File: config.mk
export PLATFORM = sky130hd
export DESIGN_NAME = watchdog_interval_timer
export DESIGN_NICKNAME = d
export VERILOG_FILES = /design/src/pkg/wdt_pkg.sv /design/src/pkg/wdt_if.sv /design/src/core/watchdog_interval_timer.sv /design/src/core/wdt_tick_counter.sv
export VERILOG_INCLUDE_DIRS = /design/src /design/src/pkg
export SDC_FILE = /design/constraint.sdc
export NUM_CORES = 1
export LEC_CHECK = 0
export BUFFER_PORTS_ARGS = -buffer_cell sky130_fd_sc_hd__buf_2
export CAP_MARGIN = 20
export CORE_MARGIN = 5
export CORE_UTILIZATION = 55
export CTS_CLUSTER_DIAMETER = 30
export DETAILED_ROUTE_END_ITERATION = 8
export HOLD_SLACK_MARGIN = 0.15
export PLACE_DENSITY = 0.78
export SYNTH_ARGS = -nofsm -noshare
export SYNTH_HDL_FRONTEND = slang
export SYNTH_HIERARCHICAL = 1
export SYNTH_SLANG_ARGS = --single-unit
File: constraint.sdc
create_clock -name clk_sys -period 2.9 [get_ports clk_sys]
set_clock_uncertainty 0.1 [all_clocks]
set_input_delay 0.87 -clock clk_sys [delete_from_list [all_inputs] [get_ports clk_sys]]
set_output_delay 0.87 -clock clk_sys [all_outputs]
set_load 0.005 [all_outputs]
File: src/pkg/wdt_regs.svh
// Register offsets, field positions, reset values and timing counts of the watchdog
`ifndef WDT_REGS_SVH
`define WDT_REGS_SVH

// Register addresses
`define WDT_CFG1_ADDR     16'hFD00
`define WDT_CTRL_ADDR     16'h00A7
`define WDT_FEED_ADDR     16'h00A6

// Reset values
`define WDT_CFG1_RESET    8'hFF
`define WDT_SEL_RESET     3'h0

// Field positions
`define WDT_FUSE_BIT      7
`define WDT_FLAG_BIT      4
`define WDT_LOCK_BIT      5
`define WDT_MODE_BIT      6

// Feed keys
`define WDT_FEED_KEY1     8'h1E
`define WDT_FEED_KEY2     8'hE1

// Oscillator ticks in the shortest (16 ms) period
`define WDT_BASE_TICKS    16'h0010

// Timing
`define WDT_CLK_NS        25
`define WDT_RST_PULSE_NS  1000

`endif

File: src/pkg/wdt_pkg.sv
// Types shared by the watchdog modules
`include "wdt_regs.svh"
package wdt_pkg;

  // Timeout select code
  typedef logic [2:0] sel_t;

  // Reset sequencer states
  typedef enum logic [1:0] {
    ST_RUN,
    ST_RST_PULSE,
    ST_OSC_WAIT
  } rst_state_t;

  // Ticks of the selected period, doubling per select step
  function automatic logic [15:0] period_ticks(input sel_t sel);
    period_ticks = `WDT_BASE_TICKS << sel;
  endfunction

endpackage

File: src/pkg/wdt_if.sv
// Control and expiry signals between the watchdog core and its tick counter
`timescale 1ns/1ps
interface wdt_if;
  logic             restart; // Clear count, one-cycle pulse
  logic             hold;    // Keep count at zero
  wdt_pkg::sel_t    sel;     // Selected period
  logic             expire;  // Period elapsed, one-cycle pulse

  modport ctl (output restart, output hold, output sel, input expire);
  modport cnt (input restart, input hold, input sel, output expire);
endinterface

File: src/core/watchdog_interval_timer.sv
// Watchdog / interval timer: fuse capture, registers, feed check, reset sequencer
//
// Operation
// - Counts from independent on-chip RC oscillator
// - Watchdog mode resets CPU, cannot be stopped
// - Fuse off: interval timer with interrupt, no reset
// - Eight periods, 16 ms to 2.1 s
// - Watchdog mode: control register writable once
// - Expires even when CPU clock stops
// - Held inactive during other chip resets
// - Feed is 1Eh then E1h to feed
// - Other instructions may sit between feed writes
// - Wrong feed ignored, timeout unchanged
// - Expiry resets CPU about one microsecond
// - From power-down, wait for stable oscillator
// - Config bit 7 is watchdog enable fuse
// - Config byte fixed at power-up, readable FD00h
`timescale 1ns/1ps
`include "wdt_regs.svh"
module watchdog_interval_timer (
  input  wire logic        clk_sys,
  input  wire logic        srst,
  input  wire logic        rc_osc_pin,     // RC oscillator output
  input  wire logic [7:0]  cfg_byte_pins,  // Configuration byte one from EPROM
  input  wire logic        other_rst_pin,  // Power-on, brownout or pin reset active
  input  wire logic        power_down,     // CPU in power-down
  input  wire logic        osc_stable,     // Main oscillator stable
  input  wire logic        reg_wr,         // Register write strobe
  input  wire logic        reg_rd,         // Register read strobe
  input  wire logic [15:0] reg_addr,       // Register address
  input  wire logic [7:0]  reg_wdata,      // Write data
  output wire logic [7:0]  reg_rdata,      // Read data
  output wire logic        cpu_reset,      // Internal chip reset request
  output wire logic        osc_start,      // Restart main oscillator
  output wire logic        timer_irq       // Interval interrupt request
);

  localparam int RST_CYC = (`WDT_RST_PULSE_NS + `WDT_CLK_NS - 1) / `WDT_CLK_NS;

  //------------------------------------------------------------
  // Declarations
  //------------------------------------------------------------
  wdt_if bus ();                            // Link to tick counter

  logic [7:0]  cfg_s1_ff;                   // Fuse synchroniser stage 1
  logic [7:0]  cfg_s2_ff;                   // Fuse synchroniser stage 2
  logic [2:0]  ext_s1_ff;                   // Status synchroniser stage 1
  logic [2:0]  ext_s2_ff;                   // Status synchroniser stage 2
  logic [7:0]  cfg_ff;                      // Captured configuration byte
  logic        captured_ff;                 // Configuration taken
  wdt_pkg::sel_t sel_ff;                    // Timeout select field
  logic        locked_ff;                   // Control write used up
  logic        flag_ff;                     // Interval expiry flag
  logic        armed_ff;                    // First feed key seen
  logic        pd_lat_ff;                   // Expired in power-down
  logic [5:0]  pulse_cnt_ff;                // Reset pulse length count
  wdt_pkg::rst_state_t state_ff;            // Reset sequencer state
  wdt_pkg::rst_state_t nxt_state;
  logic        cpu_reset_ff;                // Reset output register
  logic        osc_start_ff;                // Oscillator start register
  logic [7:0]  rdata_ff;                    // Read data register
  logic [7:0]  nxt_rdata;

  logic        other_rst;                   // Synchronised other reset
  logic        pd_sync;                     // Synchronised power-down
  logic        stable_sync;                 // Synchronised oscillator stable
  logic        wd_mode;                     // Watchdog operation enabled
  logic        wr_ctrl;                     // Write to control register
  logic        wr_feed;                     // Write to feed register
  logic        ctrl_ok;                     // Control write accepted
  logic        feed_ok;                     // Valid feed completed
  logic        flag_clr;                    // Software clears flag
  logic        flag_set;                    // Interval expiry
  logic        wd_expire;                   // Watchdog expiry
  logic        leave_rst;                   // Reset sequence ends

  //------------------------------------------------------------
  // Input synchronisers
  //------------------------------------------------------------
  // Two stages for every pin-side input
  always_ff @(posedge clk_sys) begin
    cfg_s1_ff <= cfg_byte_pins;
    cfg_s2_ff <= cfg_s1_ff;
    ext_s1_ff <= {osc_stable, power_down, other_rst_pin};
    ext_s2_ff <= ext_s1_ff;
  end

  assign other_rst   = ext_s2_ff[0];
  assign pd_sync     = ext_s2_ff[1];
  assign stable_sync = ext_s2_ff[2];

  //------------------------------------------------------------
  // Decode
  //------------------------------------------------------------
  assign wd_mode   = captured_ff & cfg_ff[`WDT_FUSE_BIT];
  assign wr_ctrl   = reg_wr && (reg_addr == `WDT_CTRL_ADDR);
  assign wr_feed   = reg_wr && (reg_addr == `WDT_FEED_ADDR);
  assign ctrl_ok   = wr_ctrl && !(wd_mode && locked_ff);
  assign feed_ok   = wr_feed && armed_ff && (reg_wdata == `WDT_FEED_KEY2);
  assign flag_clr  = ctrl_ok && !reg_wdata[`WDT_FLAG_BIT];
  assign flag_set  = bus.expire && !wd_mode && captured_ff;
  assign wd_expire = bus.expire && wd_mode && (state_ff == wdt_pkg::ST_RUN);
  assign leave_rst = (state_ff != wdt_pkg::ST_RUN) && (nxt_state == wdt_pkg::ST_RUN);

  // Counter control: no software path stops the count
  assign bus.restart = feed_ok || leave_rst;
  assign bus.hold    = !captured_ff || other_rst
                       || (state_ff != wdt_pkg::ST_RUN);
  assign bus.sel     = sel_ff;

  //------------------------------------------------------------
  // Configuration capture
  //------------------------------------------------------------
  // Taken once after reset release, never written by software
  always_ff @(posedge clk_sys) begin
    if (srst) begin
      cfg_ff      <= `WDT_CFG1_RESET;
      captured_ff <= 1'b0;
    end else if (!captured_ff) begin
      cfg_ff      <= cfg_s2_ff;
      captured_ff <= 1'b1;
    end
  end

  //------------------------------------------------------------
  // Control and feed registers
  //------------------------------------------------------------
  // Select field, write-once lock and feed arming
  always_ff @(posedge clk_sys) begin
    if (srst || leave_rst) begin
      sel_ff    <= `WDT_SEL_RESET;
      locked_ff <= 1'b0;
      armed_ff  <= 1'b0;
    end else begin
      if (ctrl_ok) begin
        sel_ff <= reg_wdata[2:0];
      end
      if (wr_ctrl) begin
        locked_ff <= 1'b1;
      end
      if (wr_feed) begin
        armed_ff <= (reg_wdata == `WDT_FEED_KEY1);
      end
    end
  end

  // Flag: a set in the clearing cycle wins
  always_ff @(posedge clk_sys) begin
    if (srst) begin
      flag_ff <= 1'b0;
    end else begin
      flag_ff <= flag_set || (flag_ff && !flag_clr);
    end
  end

  //------------------------------------------------------------
  // Reset sequencer
  //------------------------------------------------------------
  // Pulse, then optional wait for the main oscillator
  always_comb begin
    nxt_state = state_ff;
    case (state_ff)
      wdt_pkg::ST_RUN: begin
        if (wd_expire) begin
          nxt_state = wdt_pkg::ST_RST_PULSE;
        end
      end
      wdt_pkg::ST_RST_PULSE: begin
        if (pulse_cnt_ff == 6'(RST_CYC - 1)) begin
          if (pd_lat_ff) begin
            nxt_state = wdt_pkg::ST_OSC_WAIT;
          end else begin
            nxt_state = wdt_pkg::ST_RUN;
          end
        end
      end
      wdt_pkg::ST_OSC_WAIT: begin
        if (stable_sync) begin
          nxt_state = wdt_pkg::ST_RUN;
        end
      end
      default: nxt_state = wdt_pkg::ST_RUN;
    endcase
  end

  // State, pulse count and output registers
  always_ff @(posedge clk_sys) begin
    if (srst) begin
      state_ff     <= wdt_pkg::ST_RUN;
      pulse_cnt_ff <= 6'h00;
      pd_lat_ff    <= 1'b0;
      cpu_reset_ff <= 1'b0;
      osc_start_ff <= 1'b0;
    end else begin
      state_ff     <= nxt_state;
      pulse_cnt_ff <= (state_ff == wdt_pkg::ST_RST_PULSE) ? pulse_cnt_ff + 6'h01 : 6'h00;
      if (wd_expire) begin
        pd_lat_ff <= pd_sync;
      end
      cpu_reset_ff <= (nxt_state != wdt_pkg::ST_RUN);
      osc_start_ff <= (nxt_state == wdt_pkg::ST_OSC_WAIT);
    end
  end

  //------------------------------------------------------------
  // Read port
  //------------------------------------------------------------
  // Read data mux; unmapped reads return zero
  always_comb begin
    if (reg_addr == `WDT_CFG1_ADDR) begin
      nxt_rdata = cfg_ff;
    end else if (reg_addr == `WDT_CTRL_ADDR) begin
      nxt_rdata = {1'b0, wd_mode, locked_ff, flag_ff, 1'b0, sel_ff};
    end else begin
      nxt_rdata = 8'h00;
    end
  end

  // Read data register, updated on read strobe
  always_ff @(posedge clk_sys) begin
    if (srst) begin
      rdata_ff <= 8'h00;
    end else if (reg_rd) begin
      rdata_ff <= nxt_rdata;
    end
  end

  assign reg_rdata = rdata_ff;
  assign cpu_reset = cpu_reset_ff;
  assign osc_start = osc_start_ff;
  assign timer_irq = flag_ff;

  //------------------------------------------------------------
  // Tick counter
  //------------------------------------------------------------
  wdt_tick_counter u_counter (
    .clk_sys    (clk_sys),
    .srst       (srst),
    .rc_osc_pin (rc_osc_pin),
    .bus        (bus.cnt)
  );

  //------------------------------------------------------------
  // Checks
  //------------------------------------------------------------
  property p_rst_pulse_len;
    @(posedge clk_sys) disable iff (srst)
      $rose(cpu_reset_ff) && !pd_lat_ff |-> ##39 cpu_reset_ff ##1 !cpu_reset_ff;
  endproperty
  a_rst_pulse_len: assert property (p_rst_pulse_len)
    else $error("reset pulse not 40 cycles");

  property p_wd_expire_resets;
    @(posedge clk_sys) disable iff (srst)
      wd_expire |=> cpu_reset_ff && !flag_ff;
  endproperty
  a_wd_expire_resets: assert property (p_wd_expire_resets)
    else $error("watchdog expiry gave no reset");

  property p_interval_no_reset;
    @(posedge clk_sys) disable iff (srst)
      flag_set |=> flag_ff && !cpu_reset_ff;
  endproperty
  a_interval_no_reset: assert property (p_interval_no_reset)
    else $error("interval expiry wrong");

  property p_write_once;
    @(posedge clk_sys) disable iff (srst)
      wd_mode && locked_ff && wr_ctrl && !leave_rst |=> $stable(sel_ff);
  endproperty
  a_write_once: assert property (p_write_once)
    else $error("locked select changed");

  property p_bad_feed;
    @(posedge clk_sys) disable iff (srst)
      wr_feed && (!armed_ff || reg_wdata != `WDT_FEED_KEY2) && !leave_rst |-> !bus.restart;
  endproperty
  a_bad_feed: assert property (p_bad_feed)
    else $error("wrong feed restarted the count");

  property p_arm_kept;
    @(posedge clk_sys) disable iff (srst)
      armed_ff && reg_wr && reg_addr != `WDT_FEED_ADDR && !leave_rst |=> armed_ff;
  endproperty
  a_arm_kept: assert property (p_arm_kept)
    else $error("feed arming lost by other write");

  property p_other_rst_hold;
    @(posedge clk_sys) disable iff (srst)
      other_rst |-> bus.hold ##1 !bus.expire;
  endproperty
  a_other_rst_hold: assert property (p_other_rst_hold)
    else $error("timer active during other reset");

  property p_osc_wait;
    @(posedge clk_sys) disable iff (srst)
      state_ff == wdt_pkg::ST_OSC_WAIT && !stable_sync |=> cpu_reset_ff && osc_start_ff;
  endproperty
  a_osc_wait: assert property (p_osc_wait)
    else $error("reset released before oscillator stable");

  property p_cfg_fixed;
    @(posedge clk_sys) disable iff (srst)
      captured_ff |=> $stable(cfg_ff);
  endproperty
  a_cfg_fixed: assert property (p_cfg_fixed)
    else $error("configuration changed after capture");

  property p_fuse_off;
    @(posedge clk_sys) disable iff (srst)
      captured_ff && !cfg_ff[`WDT_FUSE_BIT] && bus.expire |=> !cpu_reset_ff;
  endproperty
  a_fuse_off: assert property (p_fuse_off)
    else $error("programmed fuse still reset");

endmodule // watchdog_interval_timer

File: src/core/wdt_tick_counter.sv
// Period counter clocked by ticks of the free-running on-chip RC oscillator
`timescale 1ns/1ps
`include "wdt_regs.svh"
module wdt_tick_counter (
  input  wire logic clk_sys,
  input  wire logic srst,
  input  wire logic rc_osc_pin,
  wdt_if.cnt        bus
);

  //------------------------------------------------------------
  // Oscillator synchroniser and edge detect
  //------------------------------------------------------------
  logic        rc_s1_ff;   // First stage, read only by second
  logic        rc_s2_ff;   // Second stage
  logic        rc_s3_ff;   // Delayed copy for edge detect
  logic        tick;       // Rising edge of oscillator
  logic [15:0] count_ff;   // Ticks elapsed in this period
  logic [15:0] nxt_count;
  logic        expire_ff;  // Expiry pulse
  logic        at_end;     // Last tick of the period

  // Sample the oscillator into this clock
  always_ff @(posedge clk_sys) begin
    rc_s1_ff <= rc_osc_pin;
    rc_s2_ff <= rc_s1_ff;
    rc_s3_ff <= rc_s2_ff;
  end

  assign tick   = rc_s2_ff & ~rc_s3_ff;
  assign at_end = tick && (count_ff == wdt_pkg::period_ticks(bus.sel) - 16'h0001);

  //------------------------------------------------------------
  // Count
  //------------------------------------------------------------
  // Restart beats hold, hold beats ticking
  always_comb begin
    if (bus.restart || bus.hold) begin
      nxt_count = 16'h0000;
    end else if (at_end) begin
      nxt_count = 16'h0000;
    end else if (tick) begin
      nxt_count = count_ff + 16'h0001;
    end else begin
      nxt_count = count_ff;
    end
  end

  // Counter and expiry pulse
  always_ff @(posedge clk_sys) begin
    if (srst) begin
      count_ff  <= 16'h0000;
      expire_ff <= 1'b0;
    end else begin
      count_ff  <= nxt_count;
      expire_ff <= at_end && !bus.restart && !bus.hold;
    end
  end

  assign bus.expire = expire_ff;

  //------------------------------------------------------------
  // Checks
  //------------------------------------------------------------
  property p_restart_clears;
    @(posedge clk_sys) disable iff (srst)
      bus.restart |=> (count_ff == 16'h0000) && !expire_ff;
  endproperty
  a_restart_clears: assert property (p_restart_clears)
    else $error("restart did not clear the count");

  property p_expire_at_period;
    @(posedge clk_sys) disable iff (srst)
      expire_ff |-> $past(count_ff) == wdt_pkg::period_ticks($past(bus.sel)) - 16'h0001;
  endproperty
  a_expire_at_period: assert property (p_expire_at_period)
    else $error("expiry not at the selected period");

  property p_hold_no_expire;
    @(posedge clk_sys) disable iff (srst)
      bus.hold |=> !expire_ff && count_ff == 16'h0000;
  endproperty
  a_hold_no_expire: assert property (p_hold_no_expire)
    else $error("counter ran while held");

endmodule // wdt_tick_counter

==> metrics.log <==
INFO  metric final_min_period_over_clock_period = 84.8%
INFO  metric final-hold-violation-count = 0
INFO  metric placedInstanceArea = 3400 um2
INFO  metric min_period = 2460 ps
INFO  metric drt_first_iter_violations = 134
INFO  metric antenna_left = 0
INFO  metric antenna_found_initial = 0
INFO  metric cts_tree = done
INFO  metric grt_use_total = 18.7%
INFO  metric crit_arrival = 2650 ps
INFO  metric worst-path-max-fanout = 12
INFO  metric ys_top_cells_by_count = sky130_fd_sc_hd__dfxtp_1 (76), sky130_fd_sc_hd__nor2_1 (24), sky130_fd_sc_hd__nand2_1 (20)
INFO  metric chipWidth = 85.3 um
INFO  metric cts-root-buf = sky130_fd_sc_hd__clkbuf_8
INFO  metric clockBufferDepth = 2
INFO  metric areaGrowthSynthToFinish = 14.8%
INFO  metric drt-total-wl = 6.28 mm
INFO  metric floorplan.die_area = 7280 um2
INFO  metric port_buffers = 50
INFO  metric critical_path.reg2reg.endpoint = u_counter/bus.expire
INFO  metric drive_gt1_share = 23.6%
INFO  metric crit_path_cell_trace = or3_1 -> ha_1 -> nor3b_1 -> or4_1 -> a22oi_2 -> buf_4 -> and3_1
INFO  metric timing_max_transition_violations_final = 0
INFO  metric effective_utilization_at_floorplan = 56.7%
INFO  metric netlist_area = 3120 um2
INFO  metric synth.yosys.warnings = 6
INFO  metric synthDistinctLibCells = 57
INFO  metric m1_wire_length = 2.97 mm
INFO  metric r2r_slack = 440 ps
INFO  metric worst_slew_pin_slew = 657 ps
INFO  metric cts-hold-fix-buffers = 0
INFO  metric clk-insertion-delay-late = 350 ps
INFO  metric combined_area_of_the_multi_input_logic_cells = 1490 um2
INFO  metric met3_wl = 390 um
INFO  metric timing.hold.worst.class = flip-flop to flip-flop
INFO  metric dr_wl_met2 = 2.82 mm
INFO  metric power.leakage = 1.39 nW
INFO  metric num_rows = 27
INFO  metric post-route-cell-area = 3580 um2
INFO  metric top_signal_layer_used = met4
INFO  metric dp_hpwl = 4.56 mm
INFO  metric yosysTopAreaCell = sky130_fd_sc_hd__dfxtp_1
INFO  metric clkSlewWorstSetupHoldPaths = 80 ps
INFO  metric num_antenna_cells = 0
INFO  metric flip_flop_and_latch_count_after_synthesis = 76
INFO  metric yosysTopAreaCellShare = 48.7%
INFO  metric worst_slew_margin_rel = 56.2%
INFO  metric via_per_inst = 5.56
INFO  metric regToRegStartpoint = bus.sel[0]
INFO  metric io_pins = 51
INFO  metric detail_route.drc_violations = 0
INFO  metric critPathSlowestCell = sky130_fd_sc_hd__or4_1
INFO  metric ys_dominant_reg_cell = sky130_fd_sc_hd__dfxtp_1
INFO  metric crit_path_start_kind = flip-flop
INFO  metric critical-path-max-stage-delay = 520 ps
INFO  metric max_cap_violations = 0
INFO  metric fin_setup_tns = 0 ps
INFO  metric setup_crit_end_kind = flip-flop
INFO  metric syn-num-nets = 352
INFO  metric number_of_iterations_in_the_first_detailed_routing_pass = 4
INFO  metric globalRouteOverflowTotal = 0
INFO  metric count_of_final_setup_violators = 0
INFO  metric clock_sink_count = 76
INFO  metric routed_wirelength_normalized_by_instance_count = 14.4 um
INFO  metric rsz0062_at_grt = no
INFO  metric crit_required = 3090 ps
INFO  metric die_height = 85.3 um
INFO  metric number_of_global_route_vias_before_repair = 2303
INFO  metric gpl.final_weighted_congestion = 0.770
INFO  metric number_of_fill_cells = 453
INFO  metric total_setup_buffers_inserted_after_cts = 0
INFO  metric crit_path_from = bus.sel[0]
INFO  metric cts_max_level = 3
INFO  metric postCtsResizedCells = 0
INFO  metric asyncSetResetFlopFracSynth = 0%
INFO  metric regArea = 1520 um2
INFO  metric vias = 2431
INFO  metric core_area = 5510 um2
INFO  metric timing_worst_setup_path_type = flip-flop to flip-flop
INFO  metric fin_nets = 403
INFO  metric library_cell_with_the_highest_instance_count_after_synthesis = sky130_fd_sc_hd__dfxtp_1
INFO  metric grt_max_degree = 18
INFO  metric timing.reg2reg.worst_path_depth = 7
INFO  metric grt_first_pass_wirelength = 10.8 mm
INFO  metric p_per_cell_area = 540 nW/um2
INFO  metric count_of_flip_flops_with_a_built_in_enable_after_synthesis = 0
INFO  metric seq_area_frac_synth = 48.7%
INFO  metric postSynthCellCount = 309
INFO  metric vdd.ir_drop.worst = 440 uV
INFO  metric fmax = 0.407 GHz
INFO  metric syn-mean-instance-area = 10.1 um2
INFO  metric status = finished clean
INFO  metric cts_buffers = 9
INFO  metric ys_top_cells_by_area = sky130_fd_sc_hd__dfxtp_1 (49%), sky130_fd_sc_hd__a211oi_1 (4.1%), sky130_fd_sc_hd__xnor2_1 (3.9%), sky130_fd_sc_hd__mux2i_1 (3.5%), sky130_fd_sc_hd__nor2_1 (2.9%)
INFO  metric critical_path.endpoint = u_counter/bus.expire
## worst max-delay path, delay by kind of cell (launching register included)
kind | cells | cell delay (ps)
flip-flops | 1 | 410
adder cells (fa/ha/maj) | 1 | 270
AO/OA/AOI/OAI | 1 | 160
AND/OR/NAND/NOR | 4 | 1250
buffers and inverters | 1 | 200
## report_power, final
group | leakage, nW | switching [mW] | internal, mW
Sequential | 0.625 | 0.0166 | 1.07
Clock | 0.0943 | 0.432 | 0.331
Combinational | 0.671 | 0.0416 | 0.0421
Total | 1.39 | 0.490 | 1.45
## cell families after synthesis
logic type | share of synthesized area, %
and+or+nand+nor | 24.4
DFF | 48.7
AOI/OAI and AO/OA | 13.1
xor gates and xnor gates | 5.33
buffers and inverters | 3.69
muxes | 3.53
adders and majority gates | 1.20
## per-layer routing
layer / GRT usage (%) / vias up
li1: - / 1244
met1: 24.8 / 1120
met2: 27.8 / 61
met3: 4.76 / 6
met4: 9.78 / 0
met5: 0 / -
## cell type report
cell class                      instances  share of cell area (%)
Multi-Input combinational cell        214                    41.4
Inverter                                5                   0.524
Timing Repair Buffer                   54                    7.82
Clock buffer                            9                    3.46
Tap cell                               72                    2.51
Clock inverter                          7                    1.82
Sequential cell                        76                    42.4
## state kept, by name (all words and copies together), names as in the netlist, 2 cells and up
signal              flops
u_counter/count_ff     16
cfg_ff                  8
cfg_s1_ff               8
cfg_s2_ff               8
reg_rdata               8
pulse_cnt_ff            6
bus.sel                 3
ext_s1_ff               3
ext_s2_ff               3
state_ff                2
## cell usage in the layout (no fill, tap or decap), types with 8 or more instances in the layout
| master | n |
|---|---|
| sky130_fd_sc_hd__xnor2_1 | 14 |
| sky130_fd_sc_hd__a211oi_1 | 17 |
| sky130_fd_sc_hd__nand3_1 | 13 |
| sky130_fd_sc_hd__nor3_1 | 8 |
| sky130_fd_sc_hd__nand2_1 | 20 |
| sky130_fd_sc_hd__buf_2 | 50 |
| sky130_fd_sc_hd__dfxtp_1 | 76 |
| sky130_fd_sc_hd__clkbuf_8 | 9 |
| sky130_fd_sc_hd__nor2_1 | 24 |
| sky130_fd_sc_hd__mux2i_1 | 11 |
| sky130_fd_sc_hd__a21oi_1 | 13 |
## worst min-delay path by stage
stage                       start                  to  slack, ps  cells after the start
6_report       u_counter/rc_s1_ff  u_counter/rc_s2_ff        230                      0
5_1_grt              ext_s1_ff[1]        ext_s2_ff[1]        240                      0
4_1_cts              cfg_s1_ff[7]        cfg_s2_ff[7]        230                      0
3_5_place_dp         cfg_s1_ff[7]        cfg_s2_ff[7]        210                      0
3_3_place_gp         cfg_s1_ff[7]        cfg_s2_ff[7]        210                      0
2_1_floorplan        cfg_s1_ff[0]        cfg_s2_ff[0]        210                      0
## metrics by stage
stage                     utilization, %  power [mW]  std cells  worst slack [ps]  hold WS [ps]
after global placement              61.7        1.20        421               244           210
final                               65.1        1.94        437               440           232
after CTS                           65.1        1.96        437               459           234
after detailed placement            61.7        1.20        421               181           212
after floorplan                        -        1.15        309               338           210
after global routing                65.1        2.02        437               321           242
Note: power is estimated with default switching activity, not from simulation.
